**config.mk**
```make
export PLATFORM = sky130hd
export DESIGN_NAME = pcs_supervisor
export DESIGN_NICKNAME = d
export VERILOG_FILES = /design/src/pcs_pkg.sv /design/src/pcs_supervisor.sv
export SDC_FILE = /design/constraint.sdc
export NUM_CORES = 1
export LEC_CHECK = 0
export BUFFER_PORTS_ARGS = -buffer_cell sky130_fd_sc_hd__buf_2
export CAP_MARGIN = 10
export CORE_AREA = 2 2 124 126
export DETAILED_ROUTE_END_ITERATION = 6
export DIE_AREA = 0 0 126 128
export HOLD_SLACK_MARGIN = 0.05
export MAX_ROUTING_LAYER = met4
export PLACE_DENSITY_LB_ADDON = 0.25
export SKIP_LAST_GASP = 1
export SLEW_MARGIN = 20
export SYNTH_ARGS = -nofsm -noshare
export SYNTH_HDL_FRONTEND = slang
export SYNTH_SLANG_ARGS = --single-unit
```
**constraint.sdc**
```tcl
create_clock -name clk -period 8.5 [get_ports clk]
set_clock_uncertainty 0.1 [all_clocks]
set_input_delay 0.425 -clock clk [delete_from_list [all_inputs] [get_ports clk]]
set_output_delay 0.425 -clock clk [all_outputs]
set_load 0.05 [all_outputs]
```
**src/pcs_pkg.sv**
```systemverilog
package pcs_pkg;

  // clock and time base
  localparam int unsigned CLK_HZ          = 100_000_000;
  localparam int unsigned TICK_US         = 1000;
  localparam int unsigned TICK_CYCLES     = CLK_HZ / 1_000_000 * TICK_US;
  localparam int          TICK_W          = 17;

  // reset pulse length after the cause goes away
  localparam int unsigned RESET_HOLD_MS   = 100;
  localparam int          HOLD_W          = 7;

  // watchdog span: period input counts steps of 100 ms
  localparam int unsigned WD_STEP_MS      = 100;
  localparam int unsigned WD_MIN_MS       = 100;
  localparam int unsigned WD_MAX_MS       = 3000;
  localparam int          WD_SEL_W        = 5;
  localparam int          WD_W            = 12;
  localparam logic [WD_SEL_W-1:0] WD_SEL_MIN = WD_SEL_W'(WD_MIN_MS / WD_STEP_MS);
  localparam logic [WD_SEL_W-1:0] WD_SEL_MAX = WD_SEL_W'(WD_MAX_MS / WD_STEP_MS);

  // manual reset debounce: consecutive low samples on the time base
  localparam int unsigned DEBOUNCE_MS     = 4;
  localparam int          DEB_W           = 3;

  // calibration square wave
  localparam int unsigned CAL_HZ          = 512;
  localparam int unsigned CAL_HALF_CYCLES = CLK_HZ / (2 * CAL_HZ);
  localparam int          CAL_W           = 17;

  // event counters and serial number
  localparam int          EVT_W           = 16;
  localparam int          SN_W            = 64;

  // reset values
  localparam logic [EVT_W-1:0] EVT_RESET  = 16'h0000;
  localparam logic [SN_W-1:0]  SN_RESET   = 64'h0000_0000_0000_0000;

  typedef enum logic [1:0] {
    PCS_RUN   = 2'b00,
    PCS_HOLD  = 2'b01
  } pcs_rst_state_t;

  typedef struct packed {
    logic [TICK_W-1:0] tick_cnt;
    logic              tick;
    pcs_rst_state_t    rst_state;
    logic [HOLD_W-1:0] hold_cnt;
    logic [WD_W-1:0]   wd_cnt;
    logic [DEB_W-1:0]  deb_cnt;
    logic              by_watchdog;
    logic              prev_a;
    logic              prev_b;
    logic [EVT_W-1:0]  count_a;
    logic [EVT_W-1:0]  count_b;
    logic [SN_W-1:0]   serial;
    logic              locked;
    logic [CAL_W-1:0]  cal_cnt;
    logic              cal_wave;
    logic              warn;
    logic              drive_n;
  } pcs_state_t;

endpackage

```
**src/pcs_supervisor.sv**
```systemverilog
`timescale 1ns/1ns

module pcs_supervisor #(
  parameter int unsigned TICK_CYCLES     = pcs_pkg::TICK_CYCLES,
  parameter int unsigned CAL_HALF_CYCLES = pcs_pkg::CAL_HALF_CYCLES
) (
  input  wire logic                             clk,
  input  wire logic                             rst,
  input  wire logic                             vdd_below_trip,
  input  wire logic                             wd_enable,
  input  wire logic [pcs_pkg::WD_SEL_W-1:0]     wd_period,
  input  wire logic                             wd_restart,
  input  wire logic                             rst_pin_in,
  output logic                                  rst_pin_out,
  output logic                                  rst_pin_oe_n,
  output logic                                  reset_by_watchdog,
  input  wire logic                             early_fail_sense_in,
  input  wire logic                             cal_mode,
  output logic                                  early_fail_warn_out,
  input  wire logic                             event_count_in_a,
  input  wire logic                             event_count_in_b,
  input  wire logic                             count_falling_a,
  input  wire logic                             count_falling_b,
  output logic [pcs_pkg::EVT_W-1:0]             event_count_a,
  output logic [pcs_pkg::EVT_W-1:0]             event_count_b,
  input  wire logic                             serial_wr,
  input  wire logic [pcs_pkg::SN_W-1:0]         serial_wr_data,
  input  wire logic                             serial_lock,
  output logic [pcs_pkg::SN_W-1:0]              serial_number,
  output logic                                  serial_locked
);

  localparam logic [pcs_pkg::TICK_W-1:0] TICK_LAST = pcs_pkg::TICK_W'(TICK_CYCLES - 1);
  localparam logic [pcs_pkg::CAL_W-1:0]  CAL_LAST  = pcs_pkg::CAL_W'(CAL_HALF_CYCLES - 1);
  localparam logic [pcs_pkg::HOLD_W-1:0] HOLD_LAST = pcs_pkg::HOLD_W'(pcs_pkg::RESET_HOLD_MS - 1);
  localparam logic [pcs_pkg::DEB_W-1:0]  DEB_LAST  = pcs_pkg::DEB_W'(pcs_pkg::DEBOUNCE_MS - 1);
  localparam logic [pcs_pkg::WD_W-1:0]   WD_STEP   = pcs_pkg::WD_W'(pcs_pkg::WD_STEP_MS);

  // edge seen on a counter input in the chosen direction
  function automatic logic pcs_edge(input logic prev, input logic now, input logic falling);
    pcs_edge = falling ? (prev & ~now) : (~prev & now);
  endfunction

  // power-up value: reset released, counters and serial number cleared
  localparam pcs_pkg::pcs_state_t STATE_RESET = '{
    tick_cnt:    '0,
    tick:        1'b0,
    rst_state:   pcs_pkg::PCS_RUN,
    hold_cnt:    '0,
    wd_cnt:      '0,
    deb_cnt:     '0,
    by_watchdog: 1'b0,
    prev_a:      1'b0,
    prev_b:      1'b0,
    count_a:     pcs_pkg::EVT_RESET,
    count_b:     pcs_pkg::EVT_RESET,
    serial:      pcs_pkg::SN_RESET,
    locked:      1'b0,
    cal_cnt:     '0,
    cal_wave:    1'b0,
    warn:        1'b0,
    drive_n:     1'b1
  };

  pcs_pkg::pcs_state_t               s;
  pcs_pkg::pcs_state_t               next_s;
  logic [pcs_pkg::WD_SEL_W-1:0]      wd_sel;
  logic [pcs_pkg::WD_W-1:0]          wd_limit;
  logic [pcs_pkg::WD_W-1:0]          wd_last;
  logic                              wd_expire;
  logic                              mr_start;

  always_comb begin
    next_s    = s;
    wd_sel    = wd_period;
    wd_limit  = '0;
    wd_last   = '0;
    wd_expire = 1'b0;
    mr_start  = 1'b0;

    // millisecond time base
    next_s.tick = 1'b0;
    if (s.tick_cnt == TICK_LAST) begin
      next_s.tick_cnt = '0;
      next_s.tick     = 1'b1;
    end else begin
      next_s.tick_cnt = s.tick_cnt + 1'b1;
    end

    // period outside the span is clamped to its nearest end
    if (wd_period < pcs_pkg::WD_SEL_MIN) begin
      wd_sel = pcs_pkg::WD_SEL_MIN;
    end else if (wd_period > pcs_pkg::WD_SEL_MAX) begin
      wd_sel = pcs_pkg::WD_SEL_MAX;
    end else begin
      wd_sel = wd_period;
    end
    wd_limit = pcs_pkg::WD_W'(wd_sel) * WD_STEP;
    wd_last  = wd_limit - pcs_pkg::WD_W'(1);

    // watchdog: idle when disabled, restarted, or during a pulse
    if (!wd_enable || wd_restart || s.rst_state != pcs_pkg::PCS_RUN) begin
      next_s.wd_cnt = '0;
    end else if (s.tick) begin
      if (s.wd_cnt == wd_last) begin
        wd_expire     = 1'b1;
        next_s.wd_cnt = '0;
      end else begin
        next_s.wd_cnt = s.wd_cnt + 1'b1;
      end
    end

    // manual reset: pin must read low on consecutive time base samples
    if (!s.drive_n || rst_pin_in) begin
      next_s.deb_cnt = '0;
    end else if (s.tick) begin
      if (s.deb_cnt == DEB_LAST) begin
        mr_start       = 1'b1;
        next_s.deb_cnt = '0;
      end else begin
        next_s.deb_cnt = s.deb_cnt + 1'b1;
      end
    end

    // reset pulse sequencing
    case (s.rst_state)
      pcs_pkg::PCS_RUN: begin
        if (vdd_below_trip || wd_expire || mr_start) begin
          next_s.rst_state = pcs_pkg::PCS_HOLD;
          next_s.hold_cnt  = '0;
        end
      end
      pcs_pkg::PCS_HOLD: begin
        if (vdd_below_trip) begin
          next_s.hold_cnt = '0;
        end else if (s.tick) begin
          if (s.hold_cnt == HOLD_LAST) begin
            next_s.rst_state = pcs_pkg::PCS_RUN;
            next_s.hold_cnt  = '0;
          end else begin
            next_s.hold_cnt = s.hold_cnt + 1'b1;
          end
        end
      end
      default: begin
        next_s.rst_state = pcs_pkg::PCS_RUN;
        next_s.hold_cnt  = '0;
      end
    endcase
    next_s.drive_n = (next_s.rst_state == pcs_pkg::PCS_RUN);

    // watchdog flag: set on expiry, cleared by low supply, which takes precedence; a manual reset leaves it unchanged
    if (wd_expire) begin
      next_s.by_watchdog = 1'b1;
    end
    if (vdd_below_trip) begin
      next_s.by_watchdog = 1'b0;
    end

    // event counters
    next_s.prev_a = event_count_in_a;
    next_s.prev_b = event_count_in_b;
    if (pcs_edge(s.prev_a, event_count_in_a, count_falling_a)) begin
      next_s.count_a = s.count_a + 1'b1;
    end
    if (pcs_edge(s.prev_b, event_count_in_b, count_falling_b)) begin
      next_s.count_b = s.count_b + 1'b1;
    end

    // serial number; a write in the lock cycle still lands
    if (serial_wr && !s.locked) begin
      next_s.serial = serial_wr_data;
    end
    if (serial_lock) begin
      next_s.locked = 1'b1;
    end

    // calibration square wave
    if (s.cal_cnt == CAL_LAST) begin
      next_s.cal_cnt  = '0;
      next_s.cal_wave = ~s.cal_wave;
    end else begin
      next_s.cal_cnt = s.cal_cnt + 1'b1;
    end

    // shared pin: square wave in calibration, otherwise warning
    // sense high means above the reference
    if (cal_mode) begin
      next_s.warn = s.cal_wave;
    end else begin
      next_s.warn = ~early_fail_sense_in;
    end
  end

  always_ff @(posedge clk or posedge rst) begin
    if (rst) begin
      s <= STATE_RESET;
    end else begin
      s <= next_s;
    end
  end

  // open drain: only ever pulls low
  assign rst_pin_out         = 1'b0;
  assign rst_pin_oe_n        = s.drive_n;
  assign reset_by_watchdog   = s.by_watchdog;
  assign early_fail_warn_out = s.warn;
  assign event_count_a       = s.count_a;
  assign event_count_b       = s.count_b;
  assign serial_number       = s.serial;
  assign serial_locked       = s.locked;

endmodule // pcs_supervisor

```
== Yosys cells after proc, flatten, opt, wreduce, memory -nomap -nowiden ==
Cells that the tools add are included.

* Register bits: 162
* Bits in latches: 0
* Memory bits (writable): 0
* Memory bits (read-only): 0
* Bits of input ports: 83
* Output and inout port bits: 101
* Word-level logic and storage cells: 91
* Memories: 0

* Add/subtract/negate cells: 8
* $mul: 1
* Div/mod/pow operators: 0
* Order comparisons: 2
* Equality and inequality tests: 8
* Shift operators: 0
* Mux-type cells: 29
* Bitwise operators: 10
* Reductions and logical operators: 16

{| class="wikitable"
|+ Operators by type and width
! cell !! number
|-
| $mux W12 || 3
|-
| $add A17 B1 Y17 const B || 2
|-
| $eq A17 B17 Y1 const B || 2
|-
| $mux W17 || 2
|-
| $add A16 B1 Y16 const B || 2
|-
| $mux W9 || 2
|-
| $pmux W9 S2 || 1
|-
| $mux W7 || 2
|-
| $add A12 B1 Y12 const B || 1
|-
| $eq A12 B12 Y1 || 1
|-
| $mux W1 || 12
|-
| $sub A12 B1 Y12 const B || 1
|-
| $mul A5 B5 Y10 const B || 1
|-
| $mux W5 || 2
|-
| $mux W3 || 3
|-
| $reduce_bool A2 Y1 || 4
|-
| $add A7 B1 Y7 const B || 1
|-
| $eq A7 B7 Y1 const B || 1
|-
| $not A1 Y1 || 6
|-
| $gt A5 B5 Y1 const B || 1
|-
| $logic_or A1 B1 Y1 || 5
|-
| $lt A5 B1 Y1 const B || 1
|-
| $and A1 B1 Y1 || 4
|-
| $logic_not A2 Y1 || 2
|-
| 9 further kinds || 12
|}

== Longest topological paths before layout ==
* Word-level depth: 14
* Depth in mapped cells: 20
* Mapped depth without buffers: 18

== Worst setup path before layout ==
Ideal clock, no wire load.

* Kind: input to register
* Start: in wd_period[3] (netlist bit)
* End: reg s[137] (netlist bit)
* Library setup time: 0.131 ns
* Arrival: 4.091 ns
* Data required time: 8.269 ns
* Slack: 4.177 ns
* Cell stages on the path: 19
* Buffers on the path: 1
* Path through: inv_1 ha_1 nor2b_1 a21oi_1 and2_1 ha_1 ha_1 ha_1 inv_1 fa_1 inv_1 or3_4 a211oi_2 xnor2_1 nand3_1 and4b_1 buf_6 a211oi_1 or3_1

* Cells in the longest elaborated chain, start to end: 13
* Elaborated cells between the ends (all ways): 14
* Classes of those cells: 1 x add/sub; 1 x mul; 2 x order compare; 2 x eq/ne; 5 x mux; 3 x reduce/logical

{| class="wikitable"
|+ Ends and longest elaborated chain
! item !! RTL line !! source
|-
| from (decl) || pcs_supervisor.sv:11 || <nowiki>input wire logic [pcs_pkg::WD_SEL_W-1:0] wd_period,</nowiki>
|-
| $gt A5 B5 Y1 || pcs_supervisor.sv:93 || <nowiki>end else if (wd_period > pcs_pkg::WD_SEL_MAX) begin</nowiki>
|-
| $mux W5 || pcs_supervisor.sv:93 ||
|-
| $mux W5 * || pcs_supervisor.sv:91 || <nowiki>if (wd_period < pcs_pkg::WD_SEL_MIN) begin</nowiki>
|-
| $mul A5 B5 Y10 * || pcs_supervisor.sv:98 || <nowiki>wd_limit = pcs_pkg::WD_W'(wd_sel) * WD_STEP;</nowiki>
|-
| $sub A12 B1 Y12 * || pcs_supervisor.sv:99 || <nowiki>wd_last = wd_limit - pcs_pkg::WD_W'(1);</nowiki>
|-
| $eq A12 B12 Y1 * || pcs_supervisor.sv:105 || <nowiki>if (s.wd_cnt == wd_last) begin</nowiki>
|-
| $mux W1 * || pcs_supervisor.sv:105 ||
|-
| $mux W1 * || pcs_supervisor.sv:104 || <nowiki>end else if (s.tick) begin</nowiki>
|-
| $mux W1 * || pcs_supervisor.sv:102 || <nowiki>if (!wd_enable || wd_restart || s.rst_state != pcs_pkg::PCS_RUN) begin</nowiki>
|-
| $logic_or A1 B1 Y1 * (2 in a row) || pcs_supervisor.sv:128 || <nowiki>if (vdd_below_trip || wd_expire || mr_start) begin</nowiki>
|-
| $ne A2 B2 Y1 (no source line) * || -- ||
|-
| $reduce_and A2 Y1 (no source line) * || -- ||
|-
| to (signal assigned) || pcs_supervisor.sv:199 || <nowiki>s <= next_s;</nowiki>
|-
| to (decl) || pcs_supervisor.sv:65 || <nowiki>pcs_pkg::pcs_state_t s;</nowiki>
|}

Every way passes the cells marked *; elsewhere a longest branch is shown, timed or not.
A chain may end at the register's enable or synchronous reset.

== Worst setup path in the final report ==
* Start: in wd_period[3] (netlist bit)
* End: reg s[140] (netlist bit)

The elaborated chain is that of the path after synthesis.

==> summary.txt <==
Outcome
  • Outcome: complete, no violations

Global routing
  • First-pass GRT wire length: ~28000 um
  • All-Layer GR Usage: 21.70%
  • Vias in the first global route: 5843
  • Grt ovf: 0
  • Initial antenna violation count: 0
  • Largest net degree at the start of global routing: between 90 and 100

Worst setup path
  • Worst setup SP type: primary input
  • Max incr delay on CP: 0.68 ns
  • Crit path required time: 8.70 ns
  • R2R Setup Slk: 5.63 ns
  • Cell mode on critical path: ha_1
  • Delay-heaviest family, CP: simple AND/OR/NAND/NOR gates
  • Crit Path Category: in -> reg
  • Worst Path Arrival: ~5.2 ns
  • Reg2Reg Launch Point: s[6]$_DFF_PP0_
  • Cell Chain, Critical Path: buf_2 > inv_1 > ha_1 > nor2b_1 > a21oi_1 > and2_1 > ha_1 > ha_1 > ha_1 > inv_1 > fa_1 > nor4bb_1 > a21oi_1 > a211oi_2 > xnor2_1 > nand3_1 > and4b_1 > nand2_1 > a32o_1
  • Reg2Reg Depth: 6
  • Reg-to-Reg End: s[16]$_DFF_PP0_
  • CP Buf/Inv Count: 3
  • CP endpoint kind: flip-flop
  • Max FO, Critical Path: 15
  • Slowest-stage cell, CP: and4b_1

Floorplan
  • Core Region: 0.01486 mm2
  • Initial core utilization: 57.23%
  • Die height: around 130 um
  • Die area: ~0.016 mm2
  • # IOs: about 180
  • Die W: 126 um
  • Num rows: 45

Clock network
  • H-tree Lvls: 4
  • # resized after CTS: 0
  • Max clock buf depth: 2
  • TritonCTS clock tree: done
  • Hold Buf Count CTS: 1
  • Post-CTS Setup Repair Bufs: 0
  • Root buf cell: clkbuf_16
  • Worst-skew pair later-pin latency: 0.42 ns
  • # clock sinks: 162
  • Worst-path clk slew: about 0.060 ns
  • CTS buffer count: 17

Power and ir drop
  • Flop pwr share: 40.8%
  • Sw power: ~0.00071 W
  • Clock power share: a little over a third
  • PwrDens: 229.8 mW/mm2
  • Leak pwr: between 4 and 5 nW
  • Combinational cell fraction of total power: 22.7%
  • Switching share of power: between 30 and 40%
  • Internal Power: roughly 0.0015 W
  • Worst VDD drop: 0.0001896 V

Detailed routing
  • DR iter-0 viols: 309
  • WL per Instance: 15.50 um
  • Routed via count: 5727
  • # DRC: 0
  • Via density: about 5.3
  • DR pass1 iterations: 5
  • Post-Route WL: 16630 um
  • Final ANT Viol Nets: 0

Final layout
  • Fillers: 1160
  • Commonest cells after routing, fill and taps aside: buf_2, dfrtp_1, mux2_2, nor2_1, nand2_1
  • Area delta synth->final: 11.71%
  • Share of cells above drive strength 1: 33.56%
  • Final net count: 981
  • Ant. Diodes: 0
  • Final instance area: 0.009503 mm2
  • Most common cell after layout, fill and taps aside: buf_2

Synth
  • Synth Area in XOR/XNOR: 8.031%
  • Synth warnings: 0
  • Largest family of logic cells by synthesized area: simple AND/OR/NAND/NOR gates
  • Synth unique cells: 62
  • #FFs+latches synth: 162
  • Simple-Gate Fraction of Synth Area: 14.19%
  • Post-Synth Adder-Cell Area: ~4%
  • Asr flop ratio synth: 100.0%
  • Synth Area in Compound Gates: 6.295%
  • Post-synth top flop: dfrtp_1
  • Mapped Area: 0.008507 mm2
  • Synthesized netlist cell count: 780
  • Average cell area after synthesis: around 11 um2
  • Post-synth EDFFs: 0
  • Post-synthesis mux area share: 9.340%
  • Sequential-to-total area share from yosys stat: 47.67%

Timing
  • Final setup violating endpoints: 0
  • Tcrit/Tclk final: around 58%
  • Hold Vio Cnt, Final: 0
  • Final setup TNS: 0 ns
  • RSZ-0062 raised after global routing: no
  • Relative slew slack: about 41%
  • Max Freq: 201.7 MHz
  • PnR worst setup slack: 3.543 ns
  • Worst slew pin tran: 0.8815 ns
  • Final count of pins violating max slew: 0
  • Post-layout minimum cycle time: 4.957 ns

Placed design
  • Setup WS pre-CTS: 3.183 ns
  • Final HPWL DP: 12070 um
  • Dpl cell area: 0.008880 mm2
  • Input/output buffers: 182
  • GPL Wtd Cong: 0.8901

Run
  • MaxCap Viol Count: 0

Min path
  • Hold Path Class: in -> async
[cells by family (layout without fill, tap and decap cells)]
family	after synthesis	after routing
muxes	71	71
other	1	2
AOI/OAI and AO/OA	72	72
adders and majority gates	26	26
xor gates and xnor gates	78	78
buffers and inverters	136	240
and+or+nand+nor	234	234
DFF	162	162
[power by group through the flow]
stage | clock network (W) | registers (W) | logic (W)
global route | 0.000846 | 0.000901 | 0.000529
global placement | 0 | 0.000899 | 0.000487
finish | 0.000796 | 0.000892 | 0.000496
CTS | 0.000811 | 0.000891 | 0.000501
floorplan | 0 | 0.000892 | 0.000469
detailed placement | 0 | 0.000904 | 0.000499
[layer usage]
metal	global-route usage (%)	wire length, um
met1	26.81	7171
met2	35.96	8397
met3	4.466	773
met4	7.369	289
met5	-	0
[cell usage after synthesis, types with 15 or more instances]
| library cell | number | area share, % |
|---|---|---|
| dfrtp_1 | 161 | 47 |
| buf_4 | 98 | 8.6 |
| mux2_2 | 67 | 8.9 |
| nor2_1 | 55 | 2.4 |
| nand2_1 | 54 | 2.4 |
| xnor2_1 | 43 | 4.4 |
| nand3_1 | 38 | 2.2 |
| xor2_1 | 35 | 3.6 |
| ha_1 | 25 | 3.7 |
| inv_1 | 22 | 0.97 |
| a21oi_1 | 15 | 0.88 |
[state kept, by name, indices dropped and copies added, names as in the netlist]
| register | flops |
|---|---|
| serial_number | 64 |
| serial_locked | 1 |
| reset_by_watchdog | 1 |
| s | 62 |
| early_fail_warn_out | 1 |
| rst_pin_oe_n | 1 |
| event_count_b | 16 |
| event_count_a | 16 |
[worst register-to-register path: cells and delay by family, from the launching register on]
family / cells / cell delay (ns)
and+or+nand+nor: 4 / 1.96
DFF: 1 / 0.43
AOI/OAI and AO/OA: 2 / 0.26
[cell type report]
cell class | count | area [um2] | area share, %
clock buffer | 22 | 454.2 | 4.779
clock inverter | 10 | 158.9 | 1.672
inverter | 22 | 87.58 | 0.9217
multi-input combinational | 483 | 3568 | 37.55
sequential | 162 | 4055 | 42.67
tap | 188 | 235.2 | 2.475
timing repair buffer | 186 | 943.4 | 9.928
[stage by stage]
| step | total power, W | hold WS (ns) | util [%] | instances |
|---|---|---|---|---|
| final | 0.002184 | 0.07015 | 63.93 | 1073 |
| after global routing | 0.002276 | 0.06496 | 63.93 | 1073 |
| after CTS | 0.002203 | 0.06582 | 63.93 | 1073 |
| after detailed placement | 0.001403 | 0.3628 | 59.74 | 1040 |
| after global placement | 0.001386 | 0.3442 | 59.74 | 1040 |
| after floorplan | 0.001361 | 0.3329 | - | 781 |
[how the worst max path moves through the flow]
stage                  from                            end  slack, ns  depth (start not counted)
4_1_cts        wd_period[3]             s[140]$_DFFE_PP0P_       3.58                         19
3_5_place_dp   wd_period[3]             s[136]$_DFFE_PP0P_       3.18                         19
3_3_place_gp   wd_period[3]             s[141]$_DFFE_PP0P_       3.45                         19
5_1_grt        wd_period[3]             s[140]$_DFFE_PP0P_       3.21                         19
2_1_floorplan           rst  early_fail_warn_out$_DFF_PP0_       3.60                          1
6_report       wd_period[3]             s[140]$_DFFE_PP0P_       3.54                         19
Power figures use the tool's default switching activity.
